===== config.mk =====
export PLATFORM = sky130hd
export DESIGN_NAME = cps_startup
export DESIGN_NICKNAME = d
export VERILOG_FILES = /design/src/core/cps_pkg.sv /design/src/core/cps_startup.sv /design/src/core/cps_blink.sv
export SDC_FILE = /design/constraint.sdc
export NUM_CORES = 1
export LEC_CHECK = 0
export BUFFER_PORTS_ARGS = -buffer_cell sky130_fd_sc_hd__buf_2
export CORE_ASPECT_RATIO = 1.1
export CORE_UTILIZATION = 50
export CTS_CLUSTER_DIAMETER = 30
export DETAILED_ROUTE_END_ITERATION = 16
export PLACE_DENSITY_LB_ADDON = 0.15
export RECOVER_POWER = 100
export SETUP_SLACK_MARGIN = 0.02
export SYNTH_ARGS = -nofsm -noshare
export SYNTH_HDL_FRONTEND = slang
export SYNTH_HIERARCHICAL = 1
export SYNTH_SLANG_ARGS = --single-unit

===== constraint.sdc =====
create_clock -name clk_i -period 2.1 [get_ports clk_i]
set_clock_uncertainty 0.15 [all_clocks]
set_input_delay 0.21 -clock clk_i [delete_from_list [all_inputs] [get_ports clk_i]]
set_output_delay 0.21 -clock clk_i [all_outputs]
set_load 0.02 [all_outputs]

===== src/core/cps_pkg.sv =====
package cps_pkg;

    // Clock rate and indicator timing (20 MHz, 250 ms blink half period, 100 ms flash)
    localparam longint unsigned CLK_HZ = 64'h0000_0000_0131_2D00;
    localparam longint unsigned BLINK_HALF_MS = 64'h0000_0000_0000_00FA;
    localparam longint unsigned FLASH_MS = 64'h0000_0000_0000_0064;
    localparam longint unsigned MS_PER_S = 64'h0000_0000_0000_03E8;
    localparam logic [23:0] BLINK_CYC = 24'(BLINK_HALF_MS * CLK_HZ / MS_PER_S);
    localparam logic [23:0] FLASH_CYC = 24'(FLASH_MS * CLK_HZ / MS_PER_S);

    // Register offsets, word index on the register port
    localparam logic [7:0] REG_IP_LOW = 8'h00;
    localparam logic [7:0] REG_IP_THREE = 8'h01;

    // Address byte reset values
    localparam logic [7:0] IP_BYTE1_RST = 8'hAC;
    localparam logic [7:0] IP_BYTE2_RST = 8'h10;
    localparam logic [7:0] IP_BYTE3_RST = 8'h11;
    localparam logic [7:0] IP_BYTE4_RST = 8'h00;

    // Echo length that makes a new address valid (123 bytes)
    localparam logic [15:0] ECHO_ADOPT_LEN = 16'h007B;

    // Switch positions, bit 0 is switch 1
    localparam int SW_RATE = 0;
    localparam int SW_AUTO = 1;
    localparam int SW_DUPLEX = 2;
    localparam int SW_BOOTP = 8;
    localparam int SW_ACCEPT = 9;
    localparam int DIP_N = 10;

    // Link settings
    typedef struct packed {
        logic rate_100;
        logic auto_rate;
        logic full_duplex;
    } cps_link_t;
    localparam cps_link_t LINK_RST = 3'h7;

    // Indicators
    typedef struct packed {
        logic io_run;
        logic io_err;
        logic err;
    } cps_led_t;

    // Start-up sequence
    typedef enum logic [2:0] {
        ST_SELFTEST,
        ST_SCAN,
        ST_DECIDE,
        ST_DEFAULTS,
        ST_ETHPARAM,
        ST_RUN,
        ST_HALT
    } cps_state_t;

    // Address source
    typedef enum logic [2:0] {
        IPM_NONE,
        IPM_SWITCH,
        IPM_NET,
        IPM_BOOTP_STATIC,
        IPM_BOOTP_DYN
    } cps_ipmode_t;

endpackage : cps_pkg


===== src/core/cps_startup.sv =====
`timescale 1ns/10ps
// Contract
// - Self-test at power-on, blink I/O error LED
// - After pass, scan terminals into hidden list
// - Error halts; clean start enters fieldbus start
// - Halt left only by new power-up
// - Switch setup only with end terminal alone
// - All switches on: restore factory, LED pattern
// - All switches off: link setup, LEDs steady
// - Switches 1-3 pick rate, auto, duplex
// - Switch 10 on stores link, LEDs flash
// - Registers hold address bytes 1-3, defaults
// - Tables persist only on software reset
// - Switches 9, 10 off: network addressing
// - Adopt address on 123-byte echo request
// - Network address kept in nonvolatile store
// - Short error flash at start in network mode
// - Switches 1-9 on keep BootP address
// - Only switch 9 on: BootP each power-up
// - Dynamic BootP address survives only software reset
module cps_startup #(
    parameter logic [23:0] BLINK_CYC = cps_pkg::BLINK_CYC,
    parameter logic [23:0] FLASH_CYC = cps_pkg::FLASH_CYC
) (
    // Clock and reset
    input wire logic clk_i,
    input wire logic rstn_i,
    // Configuration switches, bit 0 is switch 1
    input wire logic [9:0] dip_i,
    // Self-test and terminal scan results
    input wire logic selftest_done_i,
    input wire logic selftest_pass_i,
    input wire logic scan_done_i,
    input wire logic scan_err_i,
    input wire logic [7:0] term_count_i,
    input wire logic end_term_i,
    // Software reset request
    input wire logic soft_reset_i,
    // Register port
    input wire logic reg_wr_i,
    input wire logic reg_rd_i,
    input wire logic [7:0] reg_addr_i,
    input wire logic [15:0] reg_wdata_i,
    output logic [15:0] reg_rdata_o,
    // Network events
    input wire logic echo_valid_i,
    input wire logic [15:0] echo_len_i,
    input wire logic [31:0] echo_dst_ip_i,
    input wire logic bootp_valid_i,
    input wire logic [31:0] bootp_ip_i,
    // Nonvolatile store
    input wire logic [31:0] nv_ip_i,
    input wire cps_pkg::cps_link_t nv_link_i,
    output logic nv_wr_o,
    output logic [31:0] nv_ip_o,
    output cps_pkg::cps_link_t nv_link_o,
    // Status
    output cps_pkg::cps_state_t state_o,
    output cps_pkg::cps_ipmode_t ip_mode_o,
    output logic [31:0] ip_addr_o,
    output cps_pkg::cps_link_t link_o,
    output logic bootp_req_o,
    output cps_pkg::cps_led_t led_o
);

    logic [9:0] dip_meta_reg;
    logic [9:0] dip_s_reg;
    logic accept_prev_reg;
    logic boot_done_reg;
    logic [7:0] term_list_reg;
    logic end_seen_reg;
    logic [15:0] ip_low_reg;
    logic [7:0] ip_three_reg;
    logic [31:0] ip_net_reg;
    logic bootp_have_reg;
    logic [31:0] bootp_ip_reg;
    logic accepted_reg;
    logic [23:0] flash_reg;
    logic blink;
    logic end_only;
    logic all_on;
    logic all_off;
    logic go_defaults;
    logic go_eth;
    logic accept_rise;
    logic echo_adopt;
    logic bootp_take;
    logic sw_net;
    logic soft_go;

    // Blink source for indicators
    cps_blink u_blink (
        .clk_i(clk_i),
        .rstn_i(rstn_i),
        .half_i(BLINK_CYC),
        .phase_o(blink)
    );

    // Switch pins synchronised
    always_ff @(posedge clk_i or negedge rstn_i) begin
        if (!rstn_i) begin
            dip_meta_reg <= 10'h000;
            dip_s_reg <= 10'h000;
            accept_prev_reg <= 1'b0;
        end else begin
            dip_meta_reg <= dip_i;
            dip_s_reg <= dip_meta_reg;
            accept_prev_reg <= dip_s_reg[cps_pkg::SW_ACCEPT];
        end
    end

    // Decode helpers
    assign end_only = end_seen_reg && (term_list_reg == 8'h00);
    assign all_on = &dip_s_reg;
    assign all_off = ~|dip_s_reg;
    assign go_defaults = (state_o == cps_pkg::ST_DECIDE) && end_only && all_on;
    assign go_eth = (state_o == cps_pkg::ST_DECIDE) && end_only && all_off;
    assign accept_rise = dip_s_reg[cps_pkg::SW_ACCEPT] && !accept_prev_reg;
    assign sw_net = !dip_s_reg[cps_pkg::SW_BOOTP] && !dip_s_reg[cps_pkg::SW_ACCEPT];
    assign echo_adopt = (state_o == cps_pkg::ST_RUN) && (ip_mode_o == cps_pkg::IPM_NET) && echo_valid_i
                        && (echo_len_i == cps_pkg::ECHO_ADOPT_LEN);
    assign bootp_take = (state_o == cps_pkg::ST_RUN) && bootp_valid_i && !bootp_have_reg
                        && ((ip_mode_o == cps_pkg::IPM_BOOTP_STATIC) || (ip_mode_o == cps_pkg::IPM_BOOTP_DYN));
    assign soft_go = soft_reset_i && (state_o != cps_pkg::ST_HALT);

    // Start-up sequence
    always_ff @(posedge clk_i or negedge rstn_i) begin
        if (!rstn_i) begin
            state_o <= cps_pkg::ST_SELFTEST;
        end else if (soft_go) begin
            state_o <= cps_pkg::ST_SELFTEST;
        end else begin
            case (state_o)
                cps_pkg::ST_SELFTEST: begin
                    if (selftest_done_i) begin
                        state_o <= selftest_pass_i ? cps_pkg::ST_SCAN : cps_pkg::ST_HALT;
                    end
                end
                cps_pkg::ST_SCAN: begin
                    if (scan_done_i) begin
                        state_o <= scan_err_i ? cps_pkg::ST_HALT : cps_pkg::ST_DECIDE;
                    end
                end
                cps_pkg::ST_DECIDE: begin
                    if (go_defaults) begin
                        state_o <= cps_pkg::ST_DEFAULTS;
                    end else if (go_eth) begin
                        state_o <= cps_pkg::ST_ETHPARAM;
                    end else begin
                        state_o <= cps_pkg::ST_RUN;
                    end
                end
                cps_pkg::ST_HALT: state_o <= cps_pkg::ST_HALT;
                cps_pkg::ST_DEFAULTS, cps_pkg::ST_ETHPARAM, cps_pkg::ST_RUN: state_o <= state_o;
                default: state_o <= cps_pkg::ST_HALT;
            endcase
        end
    end

    // Hidden terminal structure list
    always_ff @(posedge clk_i or negedge rstn_i) begin
        if (!rstn_i) begin
            term_list_reg <= 8'h00;
            end_seen_reg <= 1'b0;
        end else if (state_o == cps_pkg::ST_SCAN && scan_done_i && !scan_err_i) begin
            term_list_reg <= term_count_i;
            end_seen_reg <= end_term_i;
        end
    end

    // Address source chosen once per start
    always_ff @(posedge clk_i or negedge rstn_i) begin
        if (!rstn_i) begin
            ip_mode_o <= cps_pkg::IPM_NONE;
        end else if (state_o == cps_pkg::ST_DECIDE) begin
            if (go_defaults || go_eth) begin
                ip_mode_o <= cps_pkg::IPM_NONE;
            end else if (sw_net) begin
                ip_mode_o <= cps_pkg::IPM_NET;
            end else if (dip_s_reg[cps_pkg::SW_BOOTP] && (&dip_s_reg[7:0])) begin
                ip_mode_o <= cps_pkg::IPM_BOOTP_STATIC;
            end else if (dip_s_reg[cps_pkg::SW_BOOTP]) begin
                ip_mode_o <= cps_pkg::IPM_BOOTP_DYN;
            end else begin
                ip_mode_o <= cps_pkg::IPM_SWITCH;
            end
        end
    end

    // Address registers, loaded from the store once after power-up
    always_ff @(posedge clk_i or negedge rstn_i) begin
        if (!rstn_i) begin
            boot_done_reg <= 1'b0;
            ip_low_reg <= {cps_pkg::IP_BYTE2_RST, cps_pkg::IP_BYTE1_RST};
            ip_three_reg <= cps_pkg::IP_BYTE3_RST;
            ip_net_reg <= 32'h00000000;
            link_o <= cps_pkg::LINK_RST;
        end else if (!boot_done_reg) begin
            boot_done_reg <= 1'b1;
            ip_low_reg <= {nv_ip_i[23:16], nv_ip_i[31:24]};
            ip_three_reg <= nv_ip_i[15:8];
            ip_net_reg <= nv_ip_i;
            link_o <= nv_link_i;
        end else if (go_defaults) begin
            ip_low_reg <= {cps_pkg::IP_BYTE2_RST, cps_pkg::IP_BYTE1_RST};
            ip_three_reg <= cps_pkg::IP_BYTE3_RST;
            link_o <= cps_pkg::LINK_RST;
        end else begin
            if (reg_wr_i && reg_addr_i == cps_pkg::REG_IP_LOW) begin
                ip_low_reg <= reg_wdata_i;
            end
            if (reg_wr_i && reg_addr_i == cps_pkg::REG_IP_THREE) begin
                ip_three_reg <= reg_wdata_i[7:0];
            end
            if (echo_adopt) begin
                ip_net_reg <= echo_dst_ip_i;
            end
            if (state_o == cps_pkg::ST_ETHPARAM && accept_rise && !accepted_reg) begin
                link_o <= {dip_s_reg[cps_pkg::SW_RATE], dip_s_reg[cps_pkg::SW_AUTO],
                           dip_s_reg[cps_pkg::SW_DUPLEX]};
            end
        end
    end

    // Register read port, high byte of index 1 reads zero
    always_ff @(posedge clk_i or negedge rstn_i) begin
        if (!rstn_i) begin
            reg_rdata_o <= 16'h0000;
        end else if (reg_rd_i) begin
            if (reg_addr_i == cps_pkg::REG_IP_LOW) begin
                reg_rdata_o <= ip_low_reg;
            end else if (reg_addr_i == cps_pkg::REG_IP_THREE) begin
                reg_rdata_o <= {8'h00, ip_three_reg};
            end else begin
                reg_rdata_o <= 16'h0000;
            end
        end
    end

    // BootP address, kept over software reset, lost at power-off
    always_ff @(posedge clk_i or negedge rstn_i) begin
        if (!rstn_i) begin
            bootp_have_reg <= 1'b0;
            bootp_ip_reg <= 32'h00000000;
            bootp_req_o <= 1'b0;
        end else begin
            if (state_o == cps_pkg::ST_DECIDE && !go_defaults && !go_eth && !sw_net
                && dip_s_reg[cps_pkg::SW_BOOTP] && (&dip_s_reg[7:0])) begin
                bootp_have_reg <= 1'b1;
                bootp_ip_reg <= ip_net_reg;
            end else if (bootp_take) begin
                bootp_have_reg <= 1'b1;
                bootp_ip_reg <= bootp_ip_i;
            end
            bootp_req_o <= (state_o == cps_pkg::ST_RUN) && !bootp_have_reg
                           && ((ip_mode_o == cps_pkg::IPM_BOOTP_STATIC)
                               || (ip_mode_o == cps_pkg::IPM_BOOTP_DYN));
        end
    end

    // Active address
    always_ff @(posedge clk_i or negedge rstn_i) begin
        if (!rstn_i) begin
            ip_addr_o <= 32'h00000000;
        end else begin
            case (ip_mode_o)
                cps_pkg::IPM_SWITCH: ip_addr_o <= {ip_low_reg[7:0], ip_low_reg[15:8], ip_three_reg,
                                                   dip_s_reg[7:0]};
                cps_pkg::IPM_NET: ip_addr_o <= ip_net_reg;
                cps_pkg::IPM_BOOTP_STATIC, cps_pkg::IPM_BOOTP_DYN: begin
                    ip_addr_o <= bootp_have_reg ? bootp_ip_reg : 32'h00000000;
                end
                default: ip_addr_o <= 32'h00000000;
            endcase
        end
    end

    // Nonvolatile store writes
    always_ff @(posedge clk_i or negedge rstn_i) begin
        if (!rstn_i) begin
            nv_wr_o <= 1'b0;
            nv_ip_o <= 32'h00000000;
            nv_link_o <= cps_pkg::LINK_RST;
        end else begin
            nv_wr_o <= 1'b0;
            if (soft_go) begin
                nv_wr_o <= 1'b1;
                nv_ip_o <= {ip_low_reg[7:0], ip_low_reg[15:8], ip_three_reg, ip_net_reg[7:0]};
                nv_link_o <= link_o;
            end else if (go_defaults) begin
                nv_wr_o <= 1'b1;
                nv_ip_o <= {cps_pkg::IP_BYTE1_RST, cps_pkg::IP_BYTE2_RST, cps_pkg::IP_BYTE3_RST,
                            cps_pkg::IP_BYTE4_RST};
                nv_link_o <= cps_pkg::LINK_RST;
            end else if (state_o == cps_pkg::ST_ETHPARAM && accept_rise && !accepted_reg) begin
                nv_wr_o <= 1'b1;
                nv_link_o <= {dip_s_reg[cps_pkg::SW_RATE], dip_s_reg[cps_pkg::SW_AUTO],
                              dip_s_reg[cps_pkg::SW_DUPLEX]};
            end else if (echo_adopt) begin
                nv_wr_o <= 1'b1;
                nv_ip_o <= echo_dst_ip_i;
            end else if (bootp_take && ip_mode_o == cps_pkg::IPM_BOOTP_STATIC) begin
                nv_wr_o <= 1'b1;
                nv_ip_o <= bootp_ip_i;
            end
        end
    end

    // Link settings accepted flag and start-up flash timer
    always_ff @(posedge clk_i or negedge rstn_i) begin
        if (!rstn_i) begin
            accepted_reg <= 1'b0;
            flash_reg <= 24'h000000;
        end else begin
            if (state_o == cps_pkg::ST_ETHPARAM && accept_rise) begin
                accepted_reg <= 1'b1;
            end
            if (state_o == cps_pkg::ST_DECIDE && !go_defaults && !go_eth && sw_net) begin
                flash_reg <= FLASH_CYC;
            end else if (flash_reg != 24'h000000) begin
                flash_reg <= flash_reg - 24'h000001;
            end
        end
    end

    // Indicators
    always_ff @(posedge clk_i or negedge rstn_i) begin
        if (!rstn_i) begin
            led_o <= 3'h0;
        end else begin
            case (state_o)
                cps_pkg::ST_SELFTEST: led_o <= {1'b0, blink, 1'b0};
                cps_pkg::ST_DEFAULTS: led_o <= {blink, ~blink, 1'b1};
                cps_pkg::ST_ETHPARAM: begin
                    led_o <= accepted_reg ? {blink, blink, 1'b0} : 3'h6;
                end
                cps_pkg::ST_RUN: led_o <= {1'b1, 1'b0, flash_reg != 24'h000000};
                cps_pkg::ST_HALT: led_o <= 3'h3;
                default: led_o <= 3'h0;
            endcase
        end
    end
endmodule : cps_startup


===== src/core/cps_blink.sv =====
`timescale 1ns/10ps
module cps_blink (
    // Clock and reset
    input wire logic clk_i,
    input wire logic rstn_i,
    // Half period in cycles
    input wire logic [23:0] half_i,
    // Square wave
    output logic phase_o
);

    logic [23:0] cnt_reg;

    // Free running half period counter
    always_ff @(posedge clk_i or negedge rstn_i) begin
        if (!rstn_i) begin
            cnt_reg <= 24'h000000;
            phase_o <= 1'b0;
        end else if (cnt_reg >= half_i - 24'h000001) begin
            cnt_reg <= 24'h000000;
            phase_o <= ~phase_o;
        end else begin
            cnt_reg <= cnt_reg + 24'h000001;
        end
    end

endmodule : cps_blink


==> results.txt <==
----------------------------------------------------
[Status]
  Result of the run ... finished, final reports clean

[Hold path]
  Cells on Worst Hold Path ... 3
  Hold Startpoint ... reg_addr_i[0]
  Hold-critical path endpoint ... reg_rdata_o[0]
  Path category of the worst min-delay check ... input port to register

[Finish]
  Final std cells w/o fill ... 2257
  Number of filler instances in the final layout ... around 1700
  Post-layout utilization of the core ... approximately 76%
  Number of nets in the final layout ... 2068
  Sequential cell area ... between 6000 and 7000 um^2
  Final std cell area, no fill ... slightly below 20000 um^2
  Area growth syn-to-layout ... 47.8%
  Share of post-route cells with drive strength above 1 ... 25.2%
  Multi-input gate area ... between 6000 and 7000 um^2

[Pwr]
  Overall power after layout ... 20.6 mW
  Switching power summed over all nets ... 7.07 mW
  Power per Cell Area ... 1060 nW/um^2
  Leak pwr ... between 9 and 10 nW
  Internal power ... about 14 mW
  Worst-case vdd ir drop ... ~0.0006 V
  Proportion of power drawn by flip-flops and latches ... between 30 and 40%
  Clock group share of total power ... about 37%
  Switching fraction of total power ... between 30% and 40%
  Proportion of power drawn by combinational gates ... 26.9%

[Route]
  First DRT Iteration DRCs ... roughly 1100
  Routed vias/inst ... approximately 5.7
  Post-route DRC violation count ... 0
  Detailed-route wire length per cell ... between 20 and 25 um
  Post-route antenna net violation count ... 0
  Number of iterations in the first detailed-routing pass ... 6
  DRT Wirelength ... approximately 46000 um
  Via total after detailed routing ... about 13000

[Synthesis]
  Post-synthesis instance total ... roughly 1300
  Most common cell in the netlist ... dfrtp_1
  Area share of the largest cell type after synthesis ... 48.5%
  Synth unique cells ... 75
  Total standard cell area after synthesis ... 13100 um^2
  Synth top cells by count ... dfrtp_1, nand2_1, nor2_1, inv_1, mux2i_1
  Count of flip-flops with a built-in enable after synthesis ... 0
  Synthesized flop and latch total ... 267
  Biggest area contributors in the synthesized netlist ... dfrtp_1, mux2i_1, nand2_1, nor2_1, ha_1
  Most frequently used flop master after synthesis ... dfrtp_1
  Ys async rst share ... 100%
  Synth warnings ... 6
  Average cell area after synthesis ... between 10 and 15 um^2
  Post-synth top area cell ... dfrtp_1
  Sequential cell area fraction in the yosys report ... about 50%

[Worst setup path]
  Critical Path End Type ... register
  Critical path fanouts, max ... 25
  Register-to-register path setup slack ... roughly 0.75 ps
  Worst reg2reg startpoint ... ip_mode_o[0]
  Arrival time reported for the critical path endpoint ... 2380 ps
  FF-to-FF path depth ... 6
  Kind of start point of the critical path ... register
  Type of the worst setup path ... register to register
  Required time reported for the critical path endpoint ... around 2400 ps
  Terminus of the critical flop-to-flop path ... nv_ip_o[0]

[Floorplanning]
  Die width ... 156 um
  Number of primary I/O pins ... between 200 and 300
  Core region area ... between 20000 and 30000 um^2
  Row cnt ... slightly above 60
  Die extent in y ... 172 um
  Initial Utilization ... 51.4%
  Floorplan die area ... 26900 um^2

[CTS]
  TritonCTS clock tree ... done
  CTS clock-pin slew for the worst setup and hold paths ... 60 ps
  CTS sink cnt ... around 270
  Num CTS Buffers ... 47
  Clk Latency, worst-skew pair ... between 500 and 600 ps
  Number of buffers on the longest clock path ... 3
  Deepest level of the CTS H-tree ... 2
  Library cell used as clock root buffer ... clkbuf_16

[GRT]
  Largest net degree at the start of global routing ... 69
  Antenna violations before repair ... 1
  Residual overflow from global routing ... 0
  Overall Global Routing Usage ... about a third
  Global-route wire length before repair ... between 60000 and 70000 um
  Vias in the first global route ... between 10000 and 15000

[STA]
  Post-route minimum period ... 2100 ps
  Relative slew slack ... 0.290%
  Transition time at the pin with the least slew margin ... ~1500 ps
  Count of final setup violators ... 0
  Number of endpoints with negative hold slack in the final report ... 0
  PnR worst setup slack ... between 0.7 and 0.8 ps
  Fin Setup TNS ... 0 ps
  Worst Hold Margin ... roughly 14 ps
  Pins over their slew limit ... 0
  Setup repair after global routing missed its margin ... yes
  Final period util ... approximately 100%
  Max Clock Freq ... 476 MHz

[Job]
  Reported max-cap violation count ... 0

[Place]
  DPL Wire Length ... roughly 28000 um
  Port bufs ... 265
  Post-place instance area ... between 15000 and 20000 um^2
  Number of cells after detailed placement ... 2007
  Post-place setup slack ... -18.7 ps
  Gp weighted congestion ... 0.880

----------------------------------------------------
worst max-delay path by stage:
| stage | end | slack, ps | cells after the start | from |
|---|---|---|---|---|
| CTS | bootp_have_reg | 20 | 5 | ip_mode_o[0] |
| floorplan | nv_ip_o[25] | 50 | 7 | state_o[1] |
| global placement | u_blink/phase_o | -3 | 8 | u_blink/cnt_reg[19] |
| finish | nv_ip_o[0] | 0.7 | 6 | ip_mode_o[0] |
| global route | nv_ip_o[6] | -30 | 7 | ip_mode_o[2] |
| detailed placement | u_blink/phase_o | -20 | 8 | u_blink/cnt_reg[19] |
layout by cell type, fill, tap and decap left out, types with 8 or more instances in the layout:
| cell type | netlist | layout |
|---|---|---|
| a21oi_1 | 26 | 22 |
| a222oi_1 | 32 | 32 |
| a31oi_1 | 39 | 35 |
| buf_12 | 0 | 17 |
| buf_2 | 17 | 172 |
| buf_4 | 4 | 83 |
| clkbuf_1 | 55 | 100 |
| clkbuf_16 | 0 | 52 |
| clkinvlp_4 | 0 | 11 |
| conb_1 | 2 | 76 |
| dfrtp_1 | 254 | 249 |
| dfstp_2 | 13 | 13 |
| dlygate4sd3_1 | 0 | 140 |
| ha_1 | 28 | 19 |
| ha_4 | 0 | 8 |
| inv_1 | 78 | 78 |
| mux2_2 | 9 | 9 |
| mux2i_1 | 64 | 64 |
| nand2_1 | 139 | 135 |
| nand3_1 | 46 | 42 |
| nand4_1 | 13 | 13 |
| nor2_1 | 137 | 134 |
| nor2b_1 | 12 | 10 |
| nor3_1 | 16 | 12 |
| o21ai_0 | 21 | 16 |
| o21ai_1 | 32 | 34 |
| o221ai_1 | 25 | 25 |
| o22ai_1 | 27 | 27 |
| o31ai_1 | 29 | 29 |
| xnor2_1 | 36 | 36 |
| xor2_1 | 22 | 21 |
logic make-up (layout without fill, tap and decap cells):
kind of cell    after synthesis  count (layout)  synth area share, %
flops                       267             267                 51.1
other cells                   2              77               0.0573
xor+xnor                     58              58                 3.87
buf+inv                     157             686                 4.89
compound gates              277             277                 15.1
fa+ha+maj                    28              28                 2.67
mux                          73              73                 5.66
simple gates                445             445                 16.7
critical path, cell delays in order (launching register included):
cell and delay [ps]:
dfrtp_2 440, nor2b_1 160, buf_4 150, nand4_1 160, buf_4 390, o221ai_1 210
o31ai_1 320
power groups by stage:
stage                     Clock [mW]  Sequential, mW  Combinational (mW)
after floorplan                    0            7.70                2.39
after global placement             0            7.27                4.83
after detailed placement           0            7.31                4.91
after CTS                       7.72            7.25                5.17
after global routing            8.00            7.47                5.96
final                           7.71            7.36                5.54
metal layers:
layer,vias up,GRT usage [%],routed length (um)
met5,-,0,0
met4,0,16.3,2480
met3,191,5.69,3960
met2,723,55.9,22500
met1,6249,39.5,17000
li1,5772,-,-
final cells by class:
cell class / count / area share [%]
sequential: 267 / 34.6
multi-input combinational: 957 / 33.6
timing repair buffer: 520 / 19.6
clock buffer: 56 / 6.50
tap: 346 / 2.23
clock inverter: 32 / 1.94
inverter: 78 / 1.51
antenna: 1 / 0.0129
what timing repair did:
| action | CTS | global route |
|---|---|---|
| setup endpoints to repair | 54 | 121 |
| hold buffers | 140 | 0 |
| hold endpoints to repair | 426 | 0 |
| pin swaps | 0 | 34 |
| setup buffers | 0 | 16 |
| cloned | 0 | 6 |
| resized for setup | 11 | 75 |
(Power assumes the default switching activity.)
